## src/design/fpla_pkg.sv

```systemverilog
// shared constants, types and register map of the logical alu datapath
package fpla_pkg;

	// bus geometry
	localparam int ADDR_W = 8;
	localparam logic [2:0] SIZE_WORD = 3'h2;

	// register byte offsets
	localparam logic [ADDR_W-1:0] OFF_INSTR = 8'h00;
	localparam logic [ADDR_W-1:0] OFF_REG_IDX = 8'h04;
	localparam logic [ADDR_W-1:0] OFF_REG_DATA = 8'h08;
	localparam logic [ADDR_W-1:0] OFF_COND = 8'h0c;
	localparam logic [ADDR_W-1:0] OFF_XER = 8'h10;
	localparam logic [ADDR_W-1:0] OFF_INT_STAT = 8'h14;
	localparam logic [ADDR_W-1:0] OFF_INT_MASK = 8'h18;

	// opcode values
	localparam logic [5:0] PRIM_FIXED = 6'h1f;
	localparam logic [9:0] XO_NOR = 10'h07c;
	localparam logic [9:0] XO_OR = 10'h1bc;
	localparam logic [9:0] XO_ORC = 10'h19c;
	localparam logic [8:0] XO_NEG = 9'h068;
	localparam int NEG_OE_BIT = 9;
	localparam logic [31:0] MOST_NEG = 32'h8000_0000;

	// interrupt status bit positions
	localparam int INT_DONE = 0;
	localparam int INT_OVF = 1;
	localparam int INT_ILL = 2;
	localparam int INT_W = 3;

	// values after reset
	localparam logic [31:0] INSTR_RST = 32'h0000_0000;
	localparam logic [4:0] REG_IDX_RST = 5'h00;
	localparam logic [INT_W-1:0] INT_MASK_RST = 3'h0;

	// instruction word, most significant field first
	typedef struct packed {
		logic [5:0] prim;
		logic [4:0] first;
		logic [4:0] target;
		logic [4:0] second;
		logic [9:0] xo;
		logic rec;
	} fpla_instr_t;

	// condition field 0
	typedef struct packed {
		logic less_than_zero_flag;
		logic greater_than_zero_flag;
		logic equal_zero_flag;
		logic so;
	} fpla_cr_t;

	// fixed-point exception register subset
	typedef struct packed {
		logic so;
		logic overflow_flag;
		logic carry_flag;
	} fpla_xer_t;

	localparam fpla_cr_t CR_RST = 4'h0;
	localparam fpla_xer_t XER_RST = 3'h0;

	typedef enum logic [4:0] {
		ST_IDLE = 5'b00001,
		ST_RDA = 5'b00010,
		ST_RDB = 5'b00100,
		ST_EXEC = 5'b01000,
		ST_DONE = 5'b10000
	} fpla_state_t;

endpackage : fpla_pkg

```

## src/design/fpla_regfile.sv

```systemverilog
// general register file, one registered read port and one write port
`timescale 1ns/10ps
`default_nettype none

module fpla_regfile #(
	parameter int WIDTH = 32,
	parameter int DEPTH = 32
) (
	// clock and reset
	input wire logic clk,
	input wire logic rst_n,
	// read port
	input wire logic [$clog2(DEPTH)-1:0] raddr,
	output logic [WIDTH-1:0] rdata,
	// write port
	input wire logic we,
	input wire logic [$clog2(DEPTH)-1:0] waddr,
	input wire logic [WIDTH-1:0] wdata
);

	if (DEPTH < 2 || WIDTH < 1) begin : g_chk
		$error("fpla_regfile: unsupported geometry");
	end

	logic [WIDTH-1:0] mem [DEPTH];
	logic [WIDTH-1:0] rdata_q;
	wire logic collide = we && (waddr == raddr);

	// contents are not reset, software loads them
	always_ff @(posedge clk) begin
		if (we) begin
			mem[waddr] <= wdata;
		end
	end

	// write-first so a read in the write cycle sees new data
	always_ff @(posedge clk or negedge rst_n) begin
		if (!rst_n) begin
			rdata_q <= '0;
		end else begin
			rdata_q <= collide ? wdata : mem[raddr];
		end
	end

	assign rdata = rdata_q;

endmodule : fpla_regfile

`default_nettype wire

```

## src/design/fpla_core.sv

```systemverilog
// logical alu datapath with negate tail, behind an ahb-lite slave
// Behaviour
// - nor: opcode 31, xo 124, target gets inverse of first or second
// - or: opcode 31, xo 444, target gets first or second
// - or-with-complement: opcode 31, xo 412, first or inverted second
// - first source bits 6-10, target 11-15, second 16-20, record bit 31
// - record set updates sign, zero and so flags of field 0; else unchanged
// - logical operations never change the exception register
// - logical operations act per bit, no carries between positions
// - negate treats words as 32-bit two's complement signed values
// - negate with overflow enable updates so and overflow flag
// - record negate sets field 0 from signed compare with zero, plus so
// - negate is inverse plus one; most negative stays, flags overflow
// - negate: xo 104 in bits 22-30, enable bit 21; carry untouched
//
// Register access over AHB-Lite and the register addresses were decided locally.
`timescale 1ns/10ps
`default_nettype none

module fpla_core
	import fpla_pkg::*;
#(
	parameter int DATA_W = 32,
	parameter int REGS = 32
) (
	// clock and reset
	input wire logic hclk,
	input wire logic hresetn,
	// ahb-lite slave
	input wire logic hsel,
	input wire logic [ADDR_W-1:0] haddr,
	input wire logic [1:0] htrans,
	input wire logic hwrite,
	input wire logic [2:0] hsize,
	input wire logic [31:0] hwdata,
	input wire logic hready,
	output logic hreadyout,
	output logic hresp,
	output logic [31:0] hrdata,
	// interrupt
	output logic irq
);

	// index fields are five bits wide and words 32 bits
	if (DATA_W != 32 || REGS != 32) begin : g_chk
		$error("fpla_core: only 32 registers of 32 bits are supported");
	end

	// bus data phase tracking
	logic dp_valid_q;
	logic dp_write_q;
	logic [ADDR_W-1:0] dp_addr_q;

	// architectural and control state
	fpla_state_t state_q;
	fpla_state_t state_d;
	fpla_instr_t ir_q;
	logic [DATA_W-1:0] a_q;
	logic [4:0] reg_idx_q;
	fpla_cr_t cr_q;
	fpla_xer_t xer_q;
	logic [INT_W-1:0] int_stat_q;
	logic [INT_W-1:0] int_stat_d;
	logic [INT_W-1:0] int_mask_q;

	// register file ports
	logic [4:0] rf_raddr;
	logic [DATA_W-1:0] rf_rdata;
	logic rf_we;
	logic [4:0] rf_waddr;
	logic [DATA_W-1:0] rf_wdata;

	// address phase: only whole-word transfers are honoured
	wire logic ap_take = hsel && htrans[1] && hready;
	wire logic ap_word = hsize == SIZE_WORD;

	// data phase decode
	wire logic dp_wr = dp_valid_q && dp_write_q;
	wire logic dp_rd = dp_valid_q && !dp_write_q;
	wire logic wr_instr = dp_wr && (dp_addr_q == OFF_INSTR);
	wire logic wr_idx = dp_wr && (dp_addr_q == OFF_REG_IDX);
	wire logic wr_reg = dp_wr && (dp_addr_q == OFF_REG_DATA);
	wire logic wr_xer = dp_wr && (dp_addr_q == OFF_XER);
	wire logic wr_mask = dp_wr && (dp_addr_q == OFF_INT_MASK);
	wire logic rd_stat = dp_rd && (dp_addr_q == OFF_INT_STAT);
	wire logic start = wr_instr && (state_q == ST_IDLE);

	// instruction decode
	// negate keeps its enable bit just above the nine-bit code
	wire logic is_fixed = ir_q.prim == PRIM_FIXED;
	wire logic is_nor = is_fixed && (ir_q.xo == XO_NOR);
	wire logic is_or = is_fixed && (ir_q.xo == XO_OR);
	wire logic is_orc = is_fixed && (ir_q.xo == XO_ORC);
	wire logic is_neg = is_fixed && (ir_q.xo[8:0] == XO_NEG);
	wire logic is_log = is_nor || is_or || is_orc;
	wire logic legal = is_log || is_neg;
	wire logic oe = is_neg && ir_q.xo[NEG_OE_BIT];
	wire logic exec = state_q == ST_EXEC;
	wire logic exec_ok = exec && legal;

	// operands: a_q is first source (or negate source), b arrives now
	wire logic [DATA_W-1:0] b_op = rf_rdata;

	// pure bitwise forms, no carry chain between positions
	wire logic [DATA_W-1:0] res_nor = ~(a_q | b_op);
	wire logic [DATA_W-1:0] res_or = a_q | b_op;
	wire logic [DATA_W-1:0] res_orc = a_q | ~b_op;
	// most negative wraps back to itself through the add
	wire logic [DATA_W-1:0] res_neg = DATA_W'(~a_q + 1'b1);
	wire logic neg_ovf = is_neg && (a_q == MOST_NEG);

	wire logic [DATA_W-1:0] result = is_neg ? res_neg :
		is_nor ? res_nor :
		is_orc ? res_orc :
		res_or;

	// exception register after this instruction
	fpla_xer_t xer_new;
	assign xer_new.so = xer_q.so | (oe && neg_ovf);
	// enable off: both flags keep their old value
	assign xer_new.overflow_flag = oe ? neg_ovf :
		xer_q.overflow_flag;
	// carry is never touched by these instructions
	assign xer_new.carry_flag = xer_q.carry_flag;

	// condition field from the signed result
	fpla_cr_t cr_new;
	assign cr_new.less_than_zero_flag =
		$signed(result) < 0;
	assign cr_new.greater_than_zero_flag =
		$signed(result) > 0;
	assign cr_new.equal_zero_flag = result == '0;
	// so taken after this instruction's own exception update
	assign cr_new.so = xer_new.so;

	// logical forms keep the exception register as it was
	wire logic xer_upd = exec_ok && oe;
	wire logic cr_upd = exec_ok && ir_q.rec;

	// events for the interrupt status
	// done fires for illegal words too, so software always sees an end
	logic [INT_W-1:0] events;
	assign events[INT_DONE] = exec;
	assign events[INT_OVF] = exec_ok && oe && neg_ovf;
	assign events[INT_ILL] = exec && !legal;

	// register file steering
	// an index write steers the read port at once, so a data read
	// straight after it already sees the newly chosen register
	wire logic [4:0] idle_raddr = wr_idx ? hwdata[4:0] : reg_idx_q;
	// first field is the source for logical forms, target for negate
	wire logic [4:0] src_a = is_neg ? ir_q.target : ir_q.first;
	wire logic [4:0] dst = is_neg ? ir_q.first : ir_q.target;

	assign rf_raddr = (state_q == ST_RDA) ? src_a :
		(state_q == ST_RDB) ? ir_q.second :
		idle_raddr;
	assign rf_we = exec_ok || wr_reg;
	assign rf_waddr = exec ? dst : reg_idx_q;
	assign rf_wdata = exec ? result : hwdata;

	fpla_regfile #(
		.WIDTH(DATA_W),
		.DEPTH(REGS)
	) u_regs (
		.clk(hclk),
		.rst_n(hresetn),
		.raddr(rf_raddr),
		.rdata(rf_rdata),
		.we(rf_we),
		.waddr(rf_waddr),
		.wdata(rf_wdata)
	);

	// sequencer: one instruction at a time, no overlap
	// four stalled cycles: decode, first fetch, second fetch, execute
	// illegal words walk the same path, so the bus timing is fixed
	always_comb begin
		state_d = state_q;
		case (state_q)
			ST_IDLE: begin
				if (start) begin
					state_d = ST_RDA;
				end
			end
			ST_RDA: begin
				state_d = ST_RDB;
			end
			ST_RDB: begin
				state_d = ST_EXEC;
			end
			ST_EXEC: begin
				state_d = ST_DONE;
			end
			ST_DONE: begin
				state_d = ST_IDLE;
			end
			default: begin
				state_d = ST_IDLE;
			end
		endcase
	end

	// sticky status: a new event beats the read that clears it
	assign int_stat_d = (rd_stat ? '0 : int_stat_q) | events;

	always_ff @(posedge hclk or negedge hresetn) begin
		if (!hresetn) begin
			state_q <= ST_IDLE;
		end else begin
			state_q <= state_d;
		end
	end

	always_ff @(posedge hclk or negedge hresetn) begin
		if (!hresetn) begin
			dp_valid_q <= 1'b0;
			dp_write_q <= 1'b0;
			dp_addr_q <= '0;
		end else if (hready) begin
			dp_valid_q <= ap_take && ap_word;
			dp_write_q <= hwrite;
			dp_addr_q <= haddr;
		end
	end

	always_ff @(posedge hclk or negedge hresetn) begin
		if (!hresetn) begin
			ir_q <= INSTR_RST;
		end else if (start) begin
			ir_q <= hwdata;
		end
	end

	// first operand captured as it leaves the register file
	always_ff @(posedge hclk or negedge hresetn) begin
		if (!hresetn) begin
			a_q <= '0;
		end else if (state_q == ST_RDB) begin
			a_q <= rf_rdata;
		end
	end

	always_ff @(posedge hclk or negedge hresetn) begin
		if (!hresetn) begin
			reg_idx_q <= REG_IDX_RST;
		end else if (wr_idx) begin
			reg_idx_q <= hwdata[4:0];
		end
	end

	always_ff @(posedge hclk or negedge hresetn) begin
		if (!hresetn) begin
			cr_q <= CR_RST;
		end else if (cr_upd) begin
			cr_q <= cr_new;
		end
	end

	// software and execution never write in the same cycle
	// the stalled bus cannot carry a write while an instruction runs
	always_ff @(posedge hclk or negedge hresetn) begin
		if (!hresetn) begin
			xer_q <= XER_RST;
		end else if (xer_upd) begin
			xer_q <= xer_new;
		end else if (wr_xer) begin
			xer_q <= hwdata[2:0];
		end
	end

	always_ff @(posedge hclk or negedge hresetn) begin
		if (!hresetn) begin
			int_stat_q <= '0;
			int_mask_q <= INT_MASK_RST;
		end else begin
			int_stat_q <= int_stat_d;
			if (wr_mask) begin
				int_mask_q <= hwdata[INT_W-1:0];
			end
		end
	end

	// read data mux, unmapped offsets read zero
	// field 0 and the exception flags pack into the low bits
	wire logic [31:0] rd_mux =
		(dp_addr_q == OFF_INSTR) ? ir_q :
		(dp_addr_q == OFF_REG_IDX) ? {27'h0, reg_idx_q} :
		(dp_addr_q == OFF_REG_DATA) ? rf_rdata :
		(dp_addr_q == OFF_COND) ? {28'h0, cr_q} :
		(dp_addr_q == OFF_XER) ? {29'h0, xer_q} :
		(dp_addr_q == OFF_INT_STAT) ? {29'h0, int_stat_q} :
		(dp_addr_q == OFF_INT_MASK) ? {29'h0, int_mask_q} :
		32'h0;

	// an instruction write holds its data phase until it retires
	// reads and other writes answer without a wait state
	assign hreadyout = !wr_instr || (state_q == ST_DONE);
	assign hresp = 1'b0;
	assign hrdata = dp_rd ? rd_mux : 32'h0;
	assign irq = |(int_stat_q & int_mask_q);

endmodule : fpla_core

`default_nettype wire

```

## config.mk

```make
export PLATFORM = sky130hd
export DESIGN_NAME = fpla_core
export DESIGN_NICKNAME = d
export VERILOG_FILES = /design/src/design/fpla_pkg.sv /design/src/design/fpla_regfile.sv /design/src/design/fpla_core.sv
export SDC_FILE = /design/constraint.sdc
export NUM_CORES = 2
export LEC_CHECK = 0
export BUFFER_PORTS_ARGS = -buffer_cell sky130_fd_sc_hd__buf_2
export CAP_MARGIN = 20
export CORE_MARGIN = 2
export CORE_UTILIZATION = 47
export DETAILED_ROUTE_END_ITERATION = 6
export PLACE_DENSITY = 0.64
export SLEW_MARGIN = 20
export SYNTH_ARGS = -nofsm -noshare
export SYNTH_HDL_FRONTEND = slang
export SYNTH_SLANG_ARGS = --single-unit
```

## constraint.sdc

```tcl
create_clock -name hclk -period 5.1 [get_ports hclk]
set_clock_uncertainty 0.1 [all_clocks]
set_input_delay 0.255 -clock hclk [delete_from_list [all_inputs] [get_ports hclk]]
set_output_delay 0.255 -clock hclk [all_outputs]
set_load 0.01 [all_outputs]
```

# Yosys cells after proc, flatten, opt, wreduce, memory -nomap -nowiden

Memories as Yosys holds them, arrays and structs flattened. A register that Yosys moved wholly into a read port is not among the register bits.
Index checks and enable logic that the tools add are counted.

Add/sub/neg operators: 1
Reduce and logical (&&, ||, !) cells: 39
Mux-type cells: 26
Order comparisons: 2
Eq/ne operators: 20
Bitwise gates (word level): 9

Operators by type and width:

| operator                | count |
|---|---|
| $mux W32                | 8 |
| $not A32 Y32            | 3 |
| $or A32 B32 Y32         | 2 |
| $mux W5                 | 7 |
| $add A32 B1 Y32 const B | 1 |
| $eq A32 B32 Y1 const B  | 1 |
| $gt A32 B1 Y1 const B   | 1 |
| $logic_not A32 Y1       | 1 |
| $lt A32 B1 Y1 const B   | 1 |
| $eq A8 B5 Y1 const B    | 3 |
| $logic_and A1 B1 Y1     | 24 |
| $eq A10 B9 Y1 const B   | 2 |
| $pmux W5 S4             | 1 |
| $mux W3                 | 6 |
| $eq A8 B4 Y1 const B    | 2 |
| $eq A10 B7 Y1 const B   | 1 |
| $eq A9 B7 Y1 const B    | 1 |
| $eq A8 B3 Y1 const B    | 1 |
| $logic_not A8 Y1        | 1 |
| $eq A6 B5 Y1 const B    | 1 |
| $eq A5 B1 Y1 const B    | 1 |
| $eq A5 B2 Y1 const B    | 1 |
| $eq A5 B3 Y1 const B    | 1 |
| $eq A5 B4 Y1 const B    | 1 |
| other kinds (14)        | 25 |

Memories kept: 1
Flip-flop bits (word level): 97
Bits of input ports: 50
Word-level logic and storage cells: 119
RAM bits: 1024

Memories:

| memory     | words | width | read ports | clocked after memory_dff | wr ports | line               | RTL |
|---|---|---|---|---|---|---|---|
| u_regs.mem | 32    | 32    | 1          | 1                        | 1        | fpla_regfile.sv:25 | `logic [WIDTH-1:0] mem [DEPTH];` |

# Depth between registers and ports, before layout

Word-level depth: 9
Mapped depth: 16
Gate-level depth less buffers: 12

# Modules after synthesis

Synthesis repeated with hierarchy kept, for this count alone.

Cell total of the unflattened synthesis: 3067
Area total of the unflattened synthesis: 48188.7 um^2

Modules (own cells, without submodules):

| module       | seq. area each (um^2) | times used | area each (um^2) | cells an instance |
|---|---|---|---|---|
| fpla_regfile | 31550.3               | 1          | 41160.7          | 2181 |
| fpla_core    | 2428.6                | 1          | 7028.0           | 886 |

# Least setup slack after synthesis

No wires, ideal clock.

Kind: register to register
Start point: register ir_q[1] in the netlist's numbering
End point: memory u_regs.mem[0][29] (data pin)
Path buffers: 1
Path slack: 1062 ps
Data required time: 4536 ps
Period minus slack after synthesis: 4038 ps
Cell stages (with the launch flop): 10
Arrival time: 3474 ps
Cell sequence: dfrtp_1 > or3b_1 > nor4_2 > nand2_1 > clkbuf_1 > xnor2_1 > nor2_1 > a211oi_1 > a21oi_1 > o21ai_0

Word-level cells in the longest chain between the ends: 6
Elaborated cells between the ends (all ways): 10

Ends and longest elaborated chain:

| element                | line               | RTL |
|---|---|---|
| from (decl)            | fpla_core.sv:57    | `fpla_instr_t ir_q;` |
| from (signal assigned) | fpla_core.sv:231   | `ir_q <= hwdata;` |
| $eq A10 B9 Y1          | fpla_core.sv:93    | `wire logic is_orc = is_fixed && (ir_q.xo == XO_ORC);` |
| $logic_and A1 B1 Y1    | fpla_core.sv:93    |  |
| $mux W32               | fpla_core.sv:114   | `is_orc ? res_orc :` |
| $mux W32               | fpla_core.sv:113   | `is_nor ? res_nor :` |
| $mux W32 *             | fpla_core.sv:112   | `wire logic [DATA_W-1:0] result = is_neg ? res_neg :` |
| $mux W32 *             | fpla_core.sv:160   | `assign rf_wdata = exec ? result : hwdata;` |
| named net rf_wdata[29] | fpla_core.sv:71    | `logic [DATA_W-1:0] rf_wdata;` |
| to (decl)              | fpla_regfile.sv:25 |  |

Mark *: on every way through the listed nets, which the timed path passes. The rest lies on a longest branch.

# Final worst setup path

Start point: register state_q[1]
End point: register u_regs.rdata_q[10], in the netlist u_regs.rdata[10] (read register of u_regs.mem)

Word-level cells in the longest chain between the ends: 3
Elaborated cells between the ends (all ways): 4

Ends and longest elaborated chain:

| element                | line               | RTL |
|---|---|---|
| from (decl)            | fpla_core.sv:55    | `fpla_state_t state_q;` |
| from (signal assigned) | fpla_core.sv:211   | `state_q <= state_d;` |
| $eq A5 B3 Y1           | fpla_core.sv:156   | `(state_q == ST_RDB) ? ir_q.second :` |
| $mux W5                | fpla_core.sv:156   |  |
| $mux W5 *              | fpla_core.sv:155   | `assign rf_raddr = (state_q == ST_RDA) ? src_a :` |
| to (decl)              | fpla_regfile.sv:26 | `logic [WIDTH-1:0] rdata_q;` |

Every way passes the cells marked *; elsewhere a longest branch is shown, timed or not.
A chain may end at the register's enable or synchronous reset.

==> metrics.md <==
| Metric | Value |
|---|---|
| Chip Width | ~320 um |
| Netlist cell types | 87 |
| EDFF count, synth | 1024 |
| Hold slack final | approximately 0.088 ns |
| Max_slew headroom | 28.9% |
| CTS tree | built |
| Critical Path Slowest Stage Cell | or4_1 |
| Dpl hpwl | 80.1 mm |
| Crit. Startpoint | state_q[1]$_DFFE_PN0P_ |
| Total Routing Usage GR | 25.5% |
| Cell row count | between 100 and 150 |
| Routed WL | 135 mm |
| Peak VDD IR | 0.273 mV |
| Fin crit period | 4.34 ns |
| Router iterations before antenna repair | 6 |
| CP Launch Type | flop |
| Vias per cell | roughly 5.9 |
| GP Congestion | 0.955 |
| Clock sink count | 1153 |
| Antenna Nets Post-Route | 0 |
| Die area | 105000 sq um |
| Arrival @ worst endpoint | just under 5 ns |
| Global-route wire length before repair | 199 mm |
| Pleak | approximately 20 nW |
| WL/cell | 24.6 um |
| Hold Fails Final Rpt | 0 |
| Die H | 324 um |
| Status | finished, final reports clean |
| Starting Density | 47.3% |
| Post-route cell area | 55300 sq um |
| Placed Area | 51000 sq um |
| Final-stage net count | around 4100 |
| F_max | 231 MHz |
| Core Region | 102000 sq um |
| Total power | 19.9 mW |
| Final Setup Violations | 0 |
| Cell Pwr Density | approximately 360 nW/um^2 |
| Avg Inst Size Synth | 12.5 sq um |
| WP buf/inv | 0 |
| Ys Warns | 0 |
| Area delta synth->final | 15.1% |
| Synth Instances | 3855 |
| Max clock buf depth | 3 |
| Hold Crit Class | input pin to asynchronous set/reset pin |
| Worst Setup End Kind | flop |
| Crit path required time | roughly 5.6 ns |
| Total number of vias | 32298 |
| Layout cells sized above 1 | ~13% |
| Critical path's largest stage delay | around 0.73 ns |
| PortBufs | 82 |
| Max H-tree Level | 3 |
| Ys flop type | edfxtp_1 |
| # Max-Cap Violations | 0 |
| Post-CTS setup buffer count | 0 |
| Mapped cell area | about 48000 sq um |
| Drt initial violations | 3539 |
| DRC | 0 |
| Final Core Density | a little over half |
| Reg-to-Reg Start | state_q[1]$_DFFE_PN0P_ |
| Filler cells | 8367 |
| Seq/Total Area, Yosys | between 70 and 80% |
| Mapped Nets | 3906 |
| CTS Root Cell | clkbuf_16 |
| I/O pin total | 85 |
| Initial antenna violation count | 1 |
| Critical-path maximum fanout | 21 |
| #FFs+latches synth | 1153 |
| CTS clock-pin slew for the worst setup and hold paths | 0.06 ns |
| CP Cell Sequence | nor4_4, nand2_1, and3_1, o22ai_2, xnor2_1, nand3_1, or4_1, nand2b_4, o22ai_1, nor2_1 |
| Largest net degree at the start of global routing | around 110 |
| Inserted Clock Buffers | 112 |
| Async SR Flop Fraction | 11.2% |
| Worst-Margin Slew | 1.06 ns |
| GR Overflow Total | 0 |
| Setup_tns | 0 ns |
| Crit Path Class | flop to flop |
| RSZ-0062 raised after global routing | false |
| Final Cycle Share | 85.0% |
| Clock latency on the worst-skew pair | ~0.70 ns |
| Vias in the first global route | 30518 |
| Kind of cell adding the most delay to the critical path | simple AND/OR/NAND/NOR gates |
| Max-slew violations | 0 |
==> per-stage QoR <==
step	setup slack, ns	std cells
2_1_floorplan	1.06	3855
3_3_place_gp	0.874	5213
3_5_place_dp	0.852	5214
4_1_cts	0.815	5471
5_1_grt	0.475	5471
6_report	0.763	5472
==> sequential cells by signal, summed over array words and instances (netlist names), 2 cells and up <==
signal and count:
u_regs.mem 1024, a_q 32, ir_q 32, u_regs.rdata 32
dp_addr_q 8, reg_idx_q 5, state_q 5, cr_q 4
int_mask_q 3, int_stat_q 3, xer_q 2
==> worst paths after layout <==
check	end	slack (ns)	cells after the start
setup / recovery	u_regs.rdata[10]$_DFF_PN0_	0.76	10
hold / removal	int_stat_q[0]$_DFF_PN0_	0.09	2
setup reg to reg	u_regs.rdata[10]$_DFF_PN0_	0.76	10
hold reg to reg	cr_q[3]$_DFFE_PN0P_	0.39	2
max in group asynchronous	a_q[19]$_DFFE_PN0P_	3.57	3
min in group hclk	ir_q[12]$_DFFE_PN0P_	0.25	3
==> area by class of cell <==
cell class	instances	area, sq um	share of cell area (%)
repair buffers	286	2440	4.41
multi-input cells	2447	13300	24.1
inverters	14	52.6	0.0950
diodes	1	2.50	0.00453
clock buffers	140	3020	5.47
well taps	1368	1710	3.10
clock inverters	63	757	1.37
flip-flops and latches	1153	34000	61.5
==> routing by layer <==
layer / track usage, % / wire length, um
met5: 0 / 0
met1: 35.8 / 56500
met2: 41.7 / 64500
met4: 7.56 / 3480
met3: 3.43 / 10200
==> synth_stat cells (all sizes together), types with 5 or more instances <==
cell / number / area [sq um]
nand2: 1038 / 3900
edfxtp: 1024 / 30700
a21oi: 292 / 1470
nand3: 207 / 1040
nor2: 154 / 581
buf: 129 / 656
dfrtp: 128 / 3200
a22oi: 125 / 938
clkbuf: 112 / 420
mux2i: 95 / 951
o21ai: 65 / 325
a32oi: 54 / 473
mux2: 53 / 597
nand4: 48 / 300
a31oi: 38 / 238
nor3: 32 / 165
o22ai: 26 / 169
o211ai: 18 / 135
xnor2: 18 / 158
nor4: 17 / 134
a22o: 15 / 131
inv: 14 / 52.6
a211oi: 11 / 87.6
a21o: 11 / 82.6
or3: 10 / 62.6
a221oi: 8 / 70.1
nand2b: 8 / 57.6
or4: 8 / 60.1
and3: 7 / 43.8
and2: 6 / 37.5
nand3b: 6 / 45.0
nor3b: 6 / 50.1
o221ai: 5 / 43.8
==> where the power goes <==
part           switching [mW]  internal, mW
clock network            3.51          4.99
logic                   0.707         0.318
registers              0.0824          10.3
total                    4.29          15.6
==> timing repair <==
action	4_1_cts	5_1_grt
endpoints found under the hold margin	134	0
hold buffers	54	0
resized for setup	0	0
==> layout by cell type (no fill, tap or decap), drive strengths merged, types with 42 or more instances in the layout <==
| cell | count |
|---|---|
| o21ai | 65 |
| dfrtp | 128 |
| nor2 | 154 |
| mux2i | 95 |
| a21oi | 292 |
| buf | 232 |
| dlygate4sd3 | 54 |
| clkbuf | 140 |
| a32oi | 54 |
| a22oi | 125 |
| edfxtp | 1024 |
| mux2 | 53 |
| nand4 | 48 |
| nand3 | 207 |
| nand2 | 1038 |
| clkinv | 42 |
==> logic make-up (layout without fill, tap and decap cells) <==
group	count (synthesis)	after routing	share of synthesized area [%]
and+or+nand+nor	1574	1574	14.0
other	1	2	0.00780
muxes	148	148	3.22
xor gates and xnor gates	20	20	0.365
DFF	1153	1153	70.7
buffers and inverters	255	503	2.35
adders and majority gates	1	1	0.0260
AOI/OAI and AO/OA	703	703	9.34
Note: power is estimated with default switching activity, not from simulation.
